File: config.mk
export PLATFORM = sky130hd
export DESIGN_NAME = gapm_power_manager
export DESIGN_NICKNAME = d
export VERILOG_FILES = /design/src/inc/gapm_pkg.sv /design/src/design/gapm_power_manager.sv
export SDC_FILE = /design/constraint.sdc
export NUM_CORES = 1
export LEC_CHECK = 0
export ABC_AREA = 1
export BUFFER_PORTS_ARGS = -buffer_cell sky130_fd_sc_hd__buf_2
export CAP_MARGIN = 20
export CELL_PAD_IN_SITES_DETAIL_PLACEMENT = 0
export CELL_PAD_IN_SITES_GLOBAL_PLACEMENT = 1
export CORE_MARGIN = 5
export CORE_UTILIZATION = 35
export CTS_CLUSTER_SIZE = 14
export DETAILED_ROUTE_END_ITERATION = 6
export PLACE_DENSITY = 0.79
export SYNTH_ARGS = -nofsm -noshare
export SYNTH_HDL_FRONTEND = slang
export SYNTH_SLANG_ARGS = --single-unit
File: constraint.sdc
create_clock -name clk -period 2.6 [get_ports clk]
set_input_delay 0.52 -clock clk [delete_from_list [all_inputs] [get_ports clk]]
set_output_delay 0.52 -clock clk [all_outputs]
set_load 0.1 [all_outputs]
File: src/inc/gapm_pkg.sv
// shared constants and carriers for the activity-based power manager
package gapm_pkg;
	localparam int CLK_NS            = 10;
	localparam int TICK_NS           = 1000;
	localparam int TICK_CYC          = (TICK_NS + CLK_NS - 1) / CLK_NS;
	localparam int RELOAD_W          = 16;
	localparam logic [15:0] KBD_DATA = 16'h0060;
	localparam logic [15:0] KBD_CMD  = 16'h0064;
	localparam logic [23:0] VID_MEM_LO = 24'h0a0000;
	localparam logic [23:0] VID_MEM_HI = 24'h0bffff;
	localparam logic [15:0] VID_IO_LO  = 16'h03b0;
	localparam logic [15:0] VID_IO_HI  = 16'h03df;
	localparam logic [15:0] HDD0_LO    = 16'h01f0;
	localparam logic [15:0] HDD0_HI    = 16'h01f7;
	localparam logic [15:0] HDD0_ALT   = 16'h03f6;
	localparam logic [15:0] HDD1_LO    = 16'h0170;
	localparam logic [15:0] HDD1_HI    = 16'h0177;
	localparam logic [15:0] FDC_DATA   = 16'h03f5;
	localparam logic [23:0] VEC_HI     = 24'h0003ff;
	localparam logic [3:0]  REMAP_SEG  = 4'h3;
	localparam logic [7:0]  PM_FIRST   = 8'ha0;
	localparam logic [7:0]  PM_LAST    = 8'hae;
	localparam int PM_DEPTH            = 15;
	localparam logic [3:0]  PM_CLK_IDX  = 4'h0;
	localparam logic [3:0]  PM_STOP_IDX = 4'h2;
	localparam logic [3:0]  PM_MON_IDX  = 4'h4;
	// activity source bit positions
	localparam int SRC_IRQ = 0;
	localparam int SRC_DMA = 1;
	localparam int SRC_IOR = 2;
	localparam int SRC_KBD = 3;
	localparam int SRC_VID = 4;
	localparam int SRC_DSK = 5;
	localparam int SRC_EXT = 6;
	localparam int SRC_VEC = 7;
	localparam int SRC_N   = 8;

	typedef enum logic [3:0] {
		ST_NORMAL = 4'b0001,
		ST_FLUSH  = 4'b0010,
		ST_ACTIVE = 4'b0100,
		ST_GREEN  = 4'b1000
	} gapm_state_e;

	typedef struct packed {
		logic        valid;
		logic        is_io;
		logic [23:0] addr;
	} gapm_acc_s;

	typedef struct packed {
		logic [RELOAD_W-1:0] reload;
		logic [15:0]         io_lo;
		logic [15:0]         io_hi;
		logic [SRC_N-1:0]    act_en;
		logic [SRC_N-1:0]    wake_en;
		logic [7:0]          vec_mask0;
		logic [7:0]          vec_mask1;
		logic [1:0]          vec_mask_en;
	} gapm_cfg_s;

	typedef struct packed {
		logic       wr;
		logic [7:0] addr;
		logic [7:0] data;
	} gapm_pmw_s;
endpackage : gapm_pkg

File: src/design/gapm_power_manager.sv
// activity timer, management handshake and power port of the system i/o chip
//
// Summary of operation
// - idle timer expiry enters low-power management state
// - irq edges and dma requests reload timer
// - programmable i/o range access reloads timer
// - keyboard ports 60h and 64h reload timer
// - video memory and video i/o reload timer
// - disk and floppy ports reload timer
// - external event pin reloads timer
// - vector fetches reload, two vectors maskable
// - programmed wake event returns to normal
// - normal state: full speed, savings inactive
// - timer expiry asserts active-low management interrupt
// - flush cache, then remap 3xxxx while active
// - handler writes port a0h-aeh, drives clock stop
// - port gives clock control, stop, monitor off
// - resume only on enabled activity sources
`timescale 1ns/100ps
module gapm_power_manager #(
	parameter int TICK_CYC = gapm_pkg::TICK_CYC
) (
	input  wire logic                      clk,
	input  wire logic                      arst_n,
	input  wire gapm_pkg::gapm_cfg_s       cfg,
	input  wire gapm_pkg::gapm_acc_s       acc,
	input  wire logic [15:0]               irq,
	input  wire logic [7:0]                dma_req,
	input  wire logic                      external_pm_event,
	input  wire logic                      flush_done,
	input  wire logic                      handler_exit,
	input  wire gapm_pkg::gapm_pmw_s       pm_wr,
	output logic                           mgmt_interrupt_n,
	output logic                           mgmt_active_n,
	output logic                           cache_flush,
	output logic                           remap_en,
	output logic                           remap_hit,
	output logic                           cpu_clock_stop_n,
	output logic                           cpu_clock_slow,
	output logic                           monitor_off,
	output logic                           low_power_mgmt_state
);
	function automatic logic in_rng(input logic [23:0] a, input logic [23:0] lo, input logic [23:0] hi);
		in_rng = (a >= lo) && (a <= hi);
	endfunction : in_rng

	logic [15:0]                  irq_q;
	logic                         ext_q;
	logic [$clog2(TICK_CYC+1)-1:0] div_q;
	logic                         tick;
	logic [gapm_pkg::RELOAD_W-1:0] cnt_q;
	logic                         expired_q;
	logic                         expire_p;
	logic [gapm_pkg::SRC_N-1:0]   src;
	logic                         act;
	logic                         wake;
	logic [15:0]                  io_a;
	logic [7:0]                   vec_no;
	gapm_pkg::gapm_state_e        state_q;
	gapm_pkg::gapm_state_e        state_d;
	logic [7:0]                   pm_q [gapm_pkg::PM_DEPTH];
	logic [3:0]                   pm_idx;
	logic                         pm_sel;
	logic                         saving;

	assign io_a   = acc.addr[15:0];
	assign vec_no = acc.addr[9:2];

	// activity sources; irq and external pin count on their rising edge only
	always_comb begin
		src = '0;
		src[gapm_pkg::SRC_IRQ] = |(irq & ~irq_q);
		src[gapm_pkg::SRC_DMA] = |dma_req;
		src[gapm_pkg::SRC_EXT] = external_pm_event & ~ext_q;
		if (acc.valid && acc.is_io) begin
			src[gapm_pkg::SRC_IOR] = in_rng({8'h00, io_a}, {8'h00, cfg.io_lo}, {8'h00, cfg.io_hi});
			src[gapm_pkg::SRC_KBD] = (io_a == gapm_pkg::KBD_DATA) || (io_a == gapm_pkg::KBD_CMD);
			src[gapm_pkg::SRC_VID] = in_rng({8'h00, io_a}, {8'h00, gapm_pkg::VID_IO_LO},
				{8'h00, gapm_pkg::VID_IO_HI});
			src[gapm_pkg::SRC_DSK] = in_rng({8'h00, io_a}, {8'h00, gapm_pkg::HDD0_LO}, {8'h00, gapm_pkg::HDD0_HI})
				|| in_rng({8'h00, io_a}, {8'h00, gapm_pkg::HDD1_LO}, {8'h00, gapm_pkg::HDD1_HI})
				|| (io_a == gapm_pkg::HDD0_ALT) || (io_a == gapm_pkg::FDC_DATA);
		end
		if (acc.valid && !acc.is_io) begin
			src[gapm_pkg::SRC_VID] = in_rng(acc.addr, gapm_pkg::VID_MEM_LO, gapm_pkg::VID_MEM_HI);
			src[gapm_pkg::SRC_VEC] = (acc.addr <= gapm_pkg::VEC_HI)
				&& !(cfg.vec_mask_en[0] && vec_no == cfg.vec_mask0)
				&& !(cfg.vec_mask_en[1] && vec_no == cfg.vec_mask1);
		end
	end

	assign act  = |(src & cfg.act_en);
	// only enabled sources may end the low-power state
	assign wake = |(src & cfg.wake_en);

	always_ff @(posedge clk or negedge arst_n) begin
		if (!arst_n) begin
			irq_q <= 16'h0000;
			ext_q <= 1'b0;
		end else begin
			irq_q <= irq;
			ext_q <= external_pm_event;
		end
	end

	// tick divider: the timer counts in coarse units to keep its width small
	assign tick = (div_q == '0);
	always_ff @(posedge clk or negedge arst_n) begin
		if (!arst_n) begin
			div_q <= '0;
		end else if (tick) begin
			div_q <= ($clog2(TICK_CYC+1))'(TICK_CYC - 1);
		end else begin
			div_q <= div_q - 1'b1;
		end
	end

	// idle countdown; starts full after reset so the system is not put down at once
	assign expire_p = (cnt_q == '0) && !expired_q && !act;
	always_ff @(posedge clk or negedge arst_n) begin
		if (!arst_n) begin
			cnt_q     <= '1;
			expired_q <= 1'b0;
		end else if (act) begin
			cnt_q     <= cfg.reload;
			expired_q <= 1'b0;
		end else begin
			if (tick && cnt_q != '0) begin
				cnt_q <= cnt_q - 1'b1;
			end
			if (expire_p) begin
				expired_q <= 1'b1;
			end
		end
	end

	// management sequence: interrupt, flush, remap while handler runs, then low power
	always_comb begin
		state_d = state_q;
		unique case (state_q)
			gapm_pkg::ST_NORMAL: begin
				if (expire_p) begin
					state_d = gapm_pkg::ST_FLUSH;
				end
			end
			gapm_pkg::ST_FLUSH: begin
				if (flush_done) begin
					state_d = gapm_pkg::ST_ACTIVE;
				end
			end
			gapm_pkg::ST_ACTIVE: begin
				// the cpu saves its context and runs the handler meanwhile
				if (handler_exit) begin
					state_d = gapm_pkg::ST_GREEN;
				end
			end
			gapm_pkg::ST_GREEN: begin
				if (wake) begin
					state_d = gapm_pkg::ST_NORMAL;
				end
			end
		endcase
	end

	always_ff @(posedge clk or negedge arst_n) begin
		if (!arst_n) begin
			state_q <= gapm_pkg::ST_NORMAL;
		end else begin
			state_q <= state_d;
		end
	end

	// power management port a0h-aeh, written by the handler
	assign pm_sel = pm_wr.wr && pm_wr.addr >= gapm_pkg::PM_FIRST && pm_wr.addr <= gapm_pkg::PM_LAST;
	assign pm_idx = 4'(pm_wr.addr - gapm_pkg::PM_FIRST);
	always_ff @(posedge clk or negedge arst_n) begin
		if (!arst_n) begin
			for (int i = 0; i < gapm_pkg::PM_DEPTH; i++) begin
				pm_q[i] <= 8'h00;
			end
		end else if (pm_sel) begin
			pm_q[pm_idx] <= pm_wr.data;
		end
	end

	// port contents only take effect outside the normal state
	assign saving = (state_d != gapm_pkg::ST_NORMAL);
	always_ff @(posedge clk or negedge arst_n) begin
		if (!arst_n) begin
			cpu_clock_stop_n <= 1'b1;
			cpu_clock_slow   <= 1'b0;
			monitor_off      <= 1'b0;
		end else begin
			cpu_clock_stop_n <= !(saving && pm_q[gapm_pkg::PM_STOP_IDX][0]);
			cpu_clock_slow   <= saving && pm_q[gapm_pkg::PM_CLK_IDX][0];
			monitor_off      <= saving && pm_q[gapm_pkg::PM_MON_IDX][0];
		end
	end

	always_ff @(posedge clk or negedge arst_n) begin
		if (!arst_n) begin
			mgmt_interrupt_n     <= 1'b1;
			mgmt_active_n        <= 1'b1;
			cache_flush          <= 1'b0;
			remap_en             <= 1'b0;
			remap_hit            <= 1'b0;
			low_power_mgmt_state <= 1'b0;
		end else begin
			mgmt_interrupt_n     <= (state_d != gapm_pkg::ST_FLUSH);
			cache_flush          <= (state_d == gapm_pkg::ST_FLUSH);
			mgmt_active_n        <= (state_d != gapm_pkg::ST_ACTIVE);
			remap_en             <= (state_d == gapm_pkg::ST_ACTIVE);
			remap_hit            <= (state_d == gapm_pkg::ST_ACTIVE) && acc.valid && !acc.is_io
				&& acc.addr[19:16] == gapm_pkg::REMAP_SEG;
			low_power_mgmt_state <= saving;
		end
	end
endmodule : gapm_power_manager

==> metrics.yaml, run 1 <==
synthesis:
  synth_flop_cell: "dfrtp_1"
  netlist.area_leader.share: 0.212
  syn_avg_cell_area_um2: 7.00
  yosysTopAreaCell: "dfrtp_1"
  synth_nets: 812
  synth_top_cells_by_area: "dfrtp_1 (21%), nand2_1 (14%), dfstp_2 (12%)"
  async_flop_share: 1.00
  synth_cells: 624
  synth-compound-area-share: 0.0616
  syn-cell-area_mm2: 0.00437
  synth_fa_ha_area_frac: 0.0973
  synth.mux.area_fraction: 0.00229
  synth_top_family_by_area: "simple AND/OR/NAND/NOR gates"
  synth-xor-area-share: 0.0381
  ys_seq_elements: 57
  synth-simple-area-share: 0.347
  yosysUniqueCellTypes: 45
  synth_warnings: 0
  ys_seq_area_frac: 0.332
  synth-edff-count: 0
sta:
  rsz0062_at_grt: "false"
  tns_ps: 0
  max_slew_margin: 0.659
  max_freq_mhz: 438
  finalSetupViolCount: 0
  tightest_slew_ps: 516
  finClkSkew_ps: 3.55
  finalCriticalPeriod_ps: 2280
  finalCritPeriodShare: 0.878
  slew_viol_final: 0
  hold_viol_final: 0
floorplanning:
  core_mm2: 0.0121
  dieWidth_um: 122
  initial_core_util: 0.361
  die_y_um: 122
  io_pins: 163
  rows: 40
  die-area_mm2: 0.0148
global_routing:
  grt_first_pass_wirelength_um: 19700
  grt_pass1_vias: 4350
  grt_max_degree: 35
  antenna_found_initial: 0
  grt.total_usage: 0.166
  grt_remaining_overflow: 0
final_layout:
  drive_gt1_frac: 0.300
  fillers: 1266
  areaGrowthSynthToFinish_pct: 31.9
  nets: 986
  diodes: 0
cts:
  cts_tree: "yes"
  cts_made_buffers: 9
  clk_latency_ps: 330
  clockRootBuffer: "clkbuf_16"
  cts_hold_buffers: 0
  postCtsSetupRepairBufs: 0
  path_clk_slew_ps: 50
  clockBufferDepth: 2
  cts_max_level: 3
  clock-sinks: 57
  cts_resized: 0
routing:
  antenna_left: 0
  drt_iter0_drc: 193
  viasPerCell: 4.35
  drt-pass1-iter-count: 6
  drc: 0
  routedWlPerCell_um: 12.4
  wl_um: 12100
  via_count: 4224
placed_design:
  hpwl_um: 10100
  portBuffers: 155
  routabilityCongestion: 0.901
setup_path:
  cp-end-kind: "flop"
  arrival_ps: 2500
  crit_path_start_kind: "input port"
  worstSetupPathType: "input port to flop"
  worstPathMaxFanout: 3
  crit_required_ps: 2820
min_path:
  min_path_type: "input port to asynchronous set/reset pin"
pwr:
  p_total_w: 0.00339
  p_sw_w: 0.00112
  powerDensity_mw_per_mm2: 588
  swShare: 0.329
  internal_power_w: 0.00228
  power_frac_seq: 0.314
  clkPwrFrac: 0.409
  leakage_nw: 3.25
  peakVddDrop_uv: 371
  p_comb_frac: 0.277
outcome:
  status: "completed"
flow_run:
  cap_violations: 0
## flip-flops by register name, indices dropped and copies added, names as in the netlist
| register | flops |
|---|---|
| mgmt_interrupt_n | 1 |
| remap_hit | 1 |
| irq_q | 16 |
| state_q | 4 |
| mgmt_active_n | 1 |
| monitor_off | 1 |
| ext_q | 1 |
| low_power_mgmt_state | 1 |
| cpu_clock_stop_n | 1 |
| cnt_q | 16 |
| pm_q | 3 |
| cache_flush | 1 |
| div_q | 7 |
| cpu_clock_slow | 1 |
| remap_en | 1 |
| expired_q | 1 |
## metal layers
| metal | up-vias | track usage | wire, um | part of all wire |
|---|---|---|---|---|
| met3 | 15 | 0.0501 | 719 | 0.060 |
| met5 | - | 0 | 0 | 0 |
| li1 | 2275 | - | - | - |
| met2 | 101 | 0.288 | 5870 | 0.49 |
| met1 | 1833 | 0.199 | 5270 | 0.44 |
| met4 | 0 | 0.0490 | 196 | 0.016 |
## final timing paths
check,slack (ps),end,cells after the start,from
min,190,remap_hit,2,arst_n
max reg2reg,480,monitor_off,14,cnt_q[0]
max in group asynchronous,2010,mgmt_interrupt_n,2,arst_n
min reg2reg,410,cpu_clock_stop_n,1,pm_q[96]
max,320,monitor_off,13,acc[15]
min in group clk,310,irq_q[8],1,irq[8]
## kinds of logic after synthesis
logic type	after synthesis
flops	57
compound gates	45
mux	1
buf+inv	136
fa+ha+maj	34
simple gates	332
xor+xnor	19
## through the flow
step	util	hold WS (ps)	instance area (um2)	cells	worst slack, ps
2_1_floorplan	-	224	4370	624	516
3_3_place_gp	0.447	401	5410	955	30.3
3_5_place_dp	0.447	404	5410	955	16.9
4_1_cts	0.476	185	5770	971	341
5_1_grt	0.476	222	5770	971	185
6_report	0.476	189	5770	971	317
## synth_stat cells (2+ instances only)
library cell / instances
nor4_1: 3
xor2_1: 17
nor3b_1: 3
nor2_2: 5
nand2_4: 3
o21a_1: 2
xnor2_1: 2
nand4_1: 10
o21ai_0: 15
a21oi_1: 13
a21o_1: 2
or2_2: 2
nand2_2: 10
nand3_1: 26
dfstp_2: 20
nor3_2: 2
o21ai_2: 2
or2_1: 2
inv_2: 4
inv_1: 128
ha_1: 34
nor3_1: 14
nor2_1: 77
o211ai_1: 4
dfrtp_1: 37
nand2_1: 163
o221ai_1: 2
nand3_2: 5
## power by group through the flow
stage / sequential, W / clock, W / combinational [W]
3_3_place_gp: 0.00107 / 0 / 0.000924
4_1_cts: 0.00107 / 0.00142 / 0.000951
6_report: 0.00107 / 0.00139 / 0.000939
3_5_place_dp: 0.00108 / 0 / 0.000939
2_1_floorplan: 0.00127 / 0 / 0.000449
5_1_grt: 0.00108 / 0.00146 / 0.00105
## area by class of cell
class	count	area, um2	area share
multi-input combinational	431	2390	0.414
sequential	57	1450	0.252
inverter	135	519	0.0900
clock buffer	10	239	0.0414
tap	168	210	0.0365
clock inverter	6	115	0.0200
timing repair buffer	164	843	0.146
## cells in the final DEF (no fill, tap or decap), drive strengths merged
master    netlist  routed
dfstp          20      20
clkbuf          0      10
bufinv          0       3
ha             34      34
o21a            2       2
o21bai          1       1
inv           134     134
mux2i           1       1
a21o            2       2
nand3b          1       1
xnor2           2       2
nand3          31      31
a21boi          1       1
nor3           16      16
buf             1     164
or3             1       1
nor4            3       3
or2             4       4
xor2           17      17
a21oi          13      13
dfrtp          37      37
o211ai          4       4
and3            1       1
nor3b           4       4
nor2           84      84
o21ai          18      18
clkinvlp        0       1
o221ai          2       2
nand4          11      11
o22ai           1       1
nand2         176     176
clkinv          1       3
o31ai           1       1
## critical path: stages
cell	delay, ps
buf_2	120
ha_1	290
nand2_1	80
nor3_1	390
nand3_1	170
nand2_1	180
nand4_4	130
nand3_2	130
nand3_1	90
nand2_1	140
nand2_2	70
nor2_2	130
nor2_1	50
No activity file was read; power rests on OpenSTA's default activity.
==> run 2, diff against run 1 <==
--- a/config.mk
+++ b/config.mk
@@ -5,13 +5,12 @@
 export SDC_FILE = /design/constraint.sdc
 export NUM_CORES = 1
 export LEC_CHECK = 0
-export ABC_AREA = 1
 export BUFFER_PORTS_ARGS = -buffer_cell sky130_fd_sc_hd__buf_2
 export CAP_MARGIN = 20
 export CELL_PAD_IN_SITES_DETAIL_PLACEMENT = 0
 export CELL_PAD_IN_SITES_GLOBAL_PLACEMENT = 1
 export CORE_MARGIN = 5
-export CORE_UTILIZATION = 35
+export CORE_UTILIZATION = 36
 export CTS_CLUSTER_SIZE = 14
 export DETAILED_ROUTE_END_ITERATION = 6
 export PLACE_DENSITY = 0.79
==> run 2 against run 1 <==
Against the previous run:
- the run now ends with setup timing left
- core utilization is 8.4 points higher
- critical path depth shrank 3
- final area is 4.9% higher
- flip-flop and latch count unchanged
- clock-buffer cell count up 6
- setup slack lost 340 ps
- power shrank 23%
- combinational power decreased by 10%
- global-route usage rose by 0.43 points
- via count fell by 7.6%
- synthesized cell count down 33%
- die area decreased by 11%
- critical endpoint is now cnt_q[15]
- largest power group is now registers
==> metrics.yaml, run 2 <==
sta:
  finClkSkew_ps: 7.04  # +3.49 ps
  max_freq_mhz: 381  # -13%
  max_slew_margin: 0.671  # +0.0125
  setup_ws_ps: -22.0  # -339 ps
  tightest_slew_ps: 493  # -22.3 ps
  finalSetupViolCount: 6  # +6
  finalCritPeriodShare: 1.01  # +0.130
  hold_viol_final: 0  # unchanged
  rsz0062_at_grt: "true"
  finalCriticalPeriod_ps: 2620  # +339 ps
  slew_viol_final: 0  # unchanged
global_routing:
  grt_pass1_vias: 4073  # -6.4%
  grt.total_usage: 0.171  # +0.00432
  antenna_found_initial: 4  # +4
  grt_remaining_overflow: 0  # unchanged
  grt_first_pass_wirelength_um: 18000  # -8.9%
  grt_max_degree: 24  # -31%
floorplanning:
  die_y_um: 115  # -5.8%
  die-area_mm2: 0.0132  # -11%
  rows: 38  # -5.0%
  io_pins: 163  # unchanged
  core_mm2: 0.0108  # -11%
  dieWidth_um: 115  # -5.8%
  initial_core_util: 0.366  # +0.00468
pwr:
  power_frac_seq: 0.397  # +0.083
  powerDensity_mw_per_mm2: 434  # -26%
  internal_power_w: 0.00180  # -21%
  peakVddDrop_uv: 418  # +13%
  swShare: 0.315  # -0.0147
  leakage_nw: 2.88  # -11%
  clkPwrFrac: 0.282  # -0.127
  p_sw_w: 0.000825  # -26%
  p_comb_frac: 0.321  # +0.044
synthesis:
  syn-cell-area_mm2: 0.00395  # -9.7%
  synth_nets: 605  # -25%
  yosysUniqueCellTypes: 67  # +49%
  yosys-top-cells-count: "inv_1 (49), dfrtp_1 (37), ha_1 (34)"
  syn_avg_cell_area_um2: 9.46  # +35%
  ys_seq_elements: 57  # unchanged
  synth_cells: 417  # -33%
  synth-edff-count: 0  # unchanged
  async_flop_share: 1.00  # unchanged
  netlist.area_leader.share: 0.235  # +0.0228
  synth_top_cells_by_area: "dfrtp_1 (23%), dfstp_2 (13%), ha_1 (11%)"
  yosysMostFrequentCell: "inv_1"
  ys_seq_area_frac: 0.368  # +0.0358
  synth_warnings: 0  # unchanged
  synth_flop_cell: "dfrtp_1"
  yosysTopAreaCell: "dfrtp_1"
final_layout:
  fin_area_mm2: 0.00605  # +4.9%
  top_regs: "cnt_q x16, irq_q x16, div_q x7"
  fin_cells: 798  # -18%
  seq_area_mm2: 0.00145  # unchanged
  final_common_cell: "buf_2"
  fillers: 977  # -23%
  drive_gt1_frac: 0.522  # +0.222
  multi_input_area_mm2: 0.00261  # +9.2%
  nets: 840  # -15%
  final_cell_mix: "buf_2 (155), buf_4 (65), inv_1 (48)"
  areaGrowthSynthToFinish_pct: 53.3
setup_path:
  startpoint: "irq[2]"
  critPathTopFamily: "simple AND/OR/NAND/NOR gates"
  worstSetupPathType: "input port to flop"
  crit_slowest_cell: "a221o_1"
  arrival_ps: 2880  # +380 ps
  crit_required_ps: 2860  # +40 ps
  worstPathMaxFanout: 6  # +3
  cp_cell_sequence: "buf_2 > nor2b_4 > a2111oi_4 > buf_4 > nand4_1 > a221o_1 > or3_4 > nor3_4 > buf_12 > mux2_4"
  r2r_start: "irq_q[11]"
  critPathMaxStageDelay_ps: 420  # +30 ps
  crit_path_start_kind: "input port"
  cp-end-kind: "flop"
  crit_buf_inv: 3  # +2
routing:
  drt_iter0_drc: 133  # -31%
  via_count: 3903  # -7.6%
  viasPerCell: 4.89  # +12%
  drt-pass1-iter-count: 4  # -2
  antenna_left: 0  # unchanged
  drc: 0  # unchanged
  routedWlPerCell_um: 14.3  # +15%
  wl_um: 11400  # -5.2%
cts:
  clk_latency_ps: 330  # about the same
  path_clk_slew_ps: 60  # about the same
  cts_hold_buffers: 0  # unchanged
  clockRootBuffer: "clkbuf_8"
  cts_tree: "yes"
  cts_made_buffers: 9  # unchanged
  clockBufferDepth: 2  # unchanged
  clock-sinks: 57  # unchanged
  cts_max_level: 3  # unchanged
outcome:
  status: "complete, but fails checks"
  violations: "setup timing"
flow_run:
  cap_violations: 0  # unchanged
placed_design:
  hpwl_um: 9420  # -7.1%
  placed_cells: 772  # -19%
  portBuffers: 155  # unchanged
  dpl_cell_area_mm2: 0.00547  # +0.97%
  routabilityCongestion: 0.859  # -4.7%
min_path:
  min_path_type: "input port to asynchronous set/reset pin"
run 2: cell types whose count changed after synthesis, sizes merged, moves of 8 or more:
cell   before  now
nand2     176   24
o21ai      18    8
inv       134   51
xnor2       2   29
nor4        3   11
nor2       84   29
xor2       17    6
a21oi      13   27
nand3      31   12
nor2b       0   17
run 2: stage by stage:
step	setup slack (ps)	util	setup TNS (ps)	hold slack (ps)	power (W)
6_report	-22.0	0.560	-89.6	152	0.00262
5_1_grt	-117	0.560	-1930	172	0.00277
4_1_cts	-34.6	0.540	-107	142	0.00260
3_5_place_dp	-557	0.506	-12760	432	0.00179
3_3_place_gp	-588	0.506	-13460	416	0.00176
2_1_floorplan	-46.5	-	-74.7	224	0.00147
run 2: worst paths after layout:
check / slack, ps / cells after the start / end
worst max-delay path: -20 / 10 / cnt_q[15]
worst min-delay path: 150 / 1 / irq_q[12]
worst max register to register: -10 / 9 / cnt_q[15]
worst min register to register: 430 / 1 / cpu_clock_stop_n
max in group asynchronous: 1760 / 2 / cnt_q[0]
min in group clk: 310 / 1 / irq_q[13]
run 2: final cells by class:
cell class	instances	area share
repair buffers	230	0.238
multi-input cells	303	0.431
clock buffers	16	0.0298
flip-flops and latches	57	0.240
diodes	1	0.000414
inverters	51	0.0321
well taps	140	0.0290
run 2: cells by family after synthesis:
| family | share of synthesized area |
|---|---|
| compound gates | 0.139 |
| xor+xnor | 0.0777 |
| fa+ha+maj | 0.108 |
| buf+inv | 0.0590 |
| flops | 0.368 |
| mux | 0.0171 |
| simple gates | 0.231 |
run 2: worst register-to-register path, stage by stage, from the launching register on:
cell and delay, ps:
dfrtp_1 380, nor2b_4 60, a2111oi_4 300, buf_4 150, nand4_1 170, a221o_1 420
or3_4 350, nor3_4 240, buf_12 170, mux2_4 300
run 2: layer usage:
layer / wire [um] / vias up / track usage
li1: - / 1956 / -
met2: 5570 / 121 / 0.291
met4: 147 / 8 / 0.0467
met5: 35 / - / 0
met3: 870 / 20 / 0.0534
met1: 4800 / 1798 / 0.208
run 2: power by group through the flow:
stage | Sequential (W) | Clock (W) | Combinational [W]
floorplan | 0.00111 | 0 | 0.000359
global placement | 0.00105 | 0 | 0.000718
detailed placement | 0.00105 | 0 | 0.000742
CTS | 0.00104 | 0.000765 | 0.000795
global route | 0.00105 | 0.000807 | 0.000916
finish | 0.00104 | 0.000739 | 0.000842
run 2: repair_timing:
item / in CTS / in global routing
pin swaps: 18 / 10
buffers inserted: 5 / 2
cloned: 0 / 2
setup endpoints to repair: 26 / 24
gates resized for setup: 26 / 40
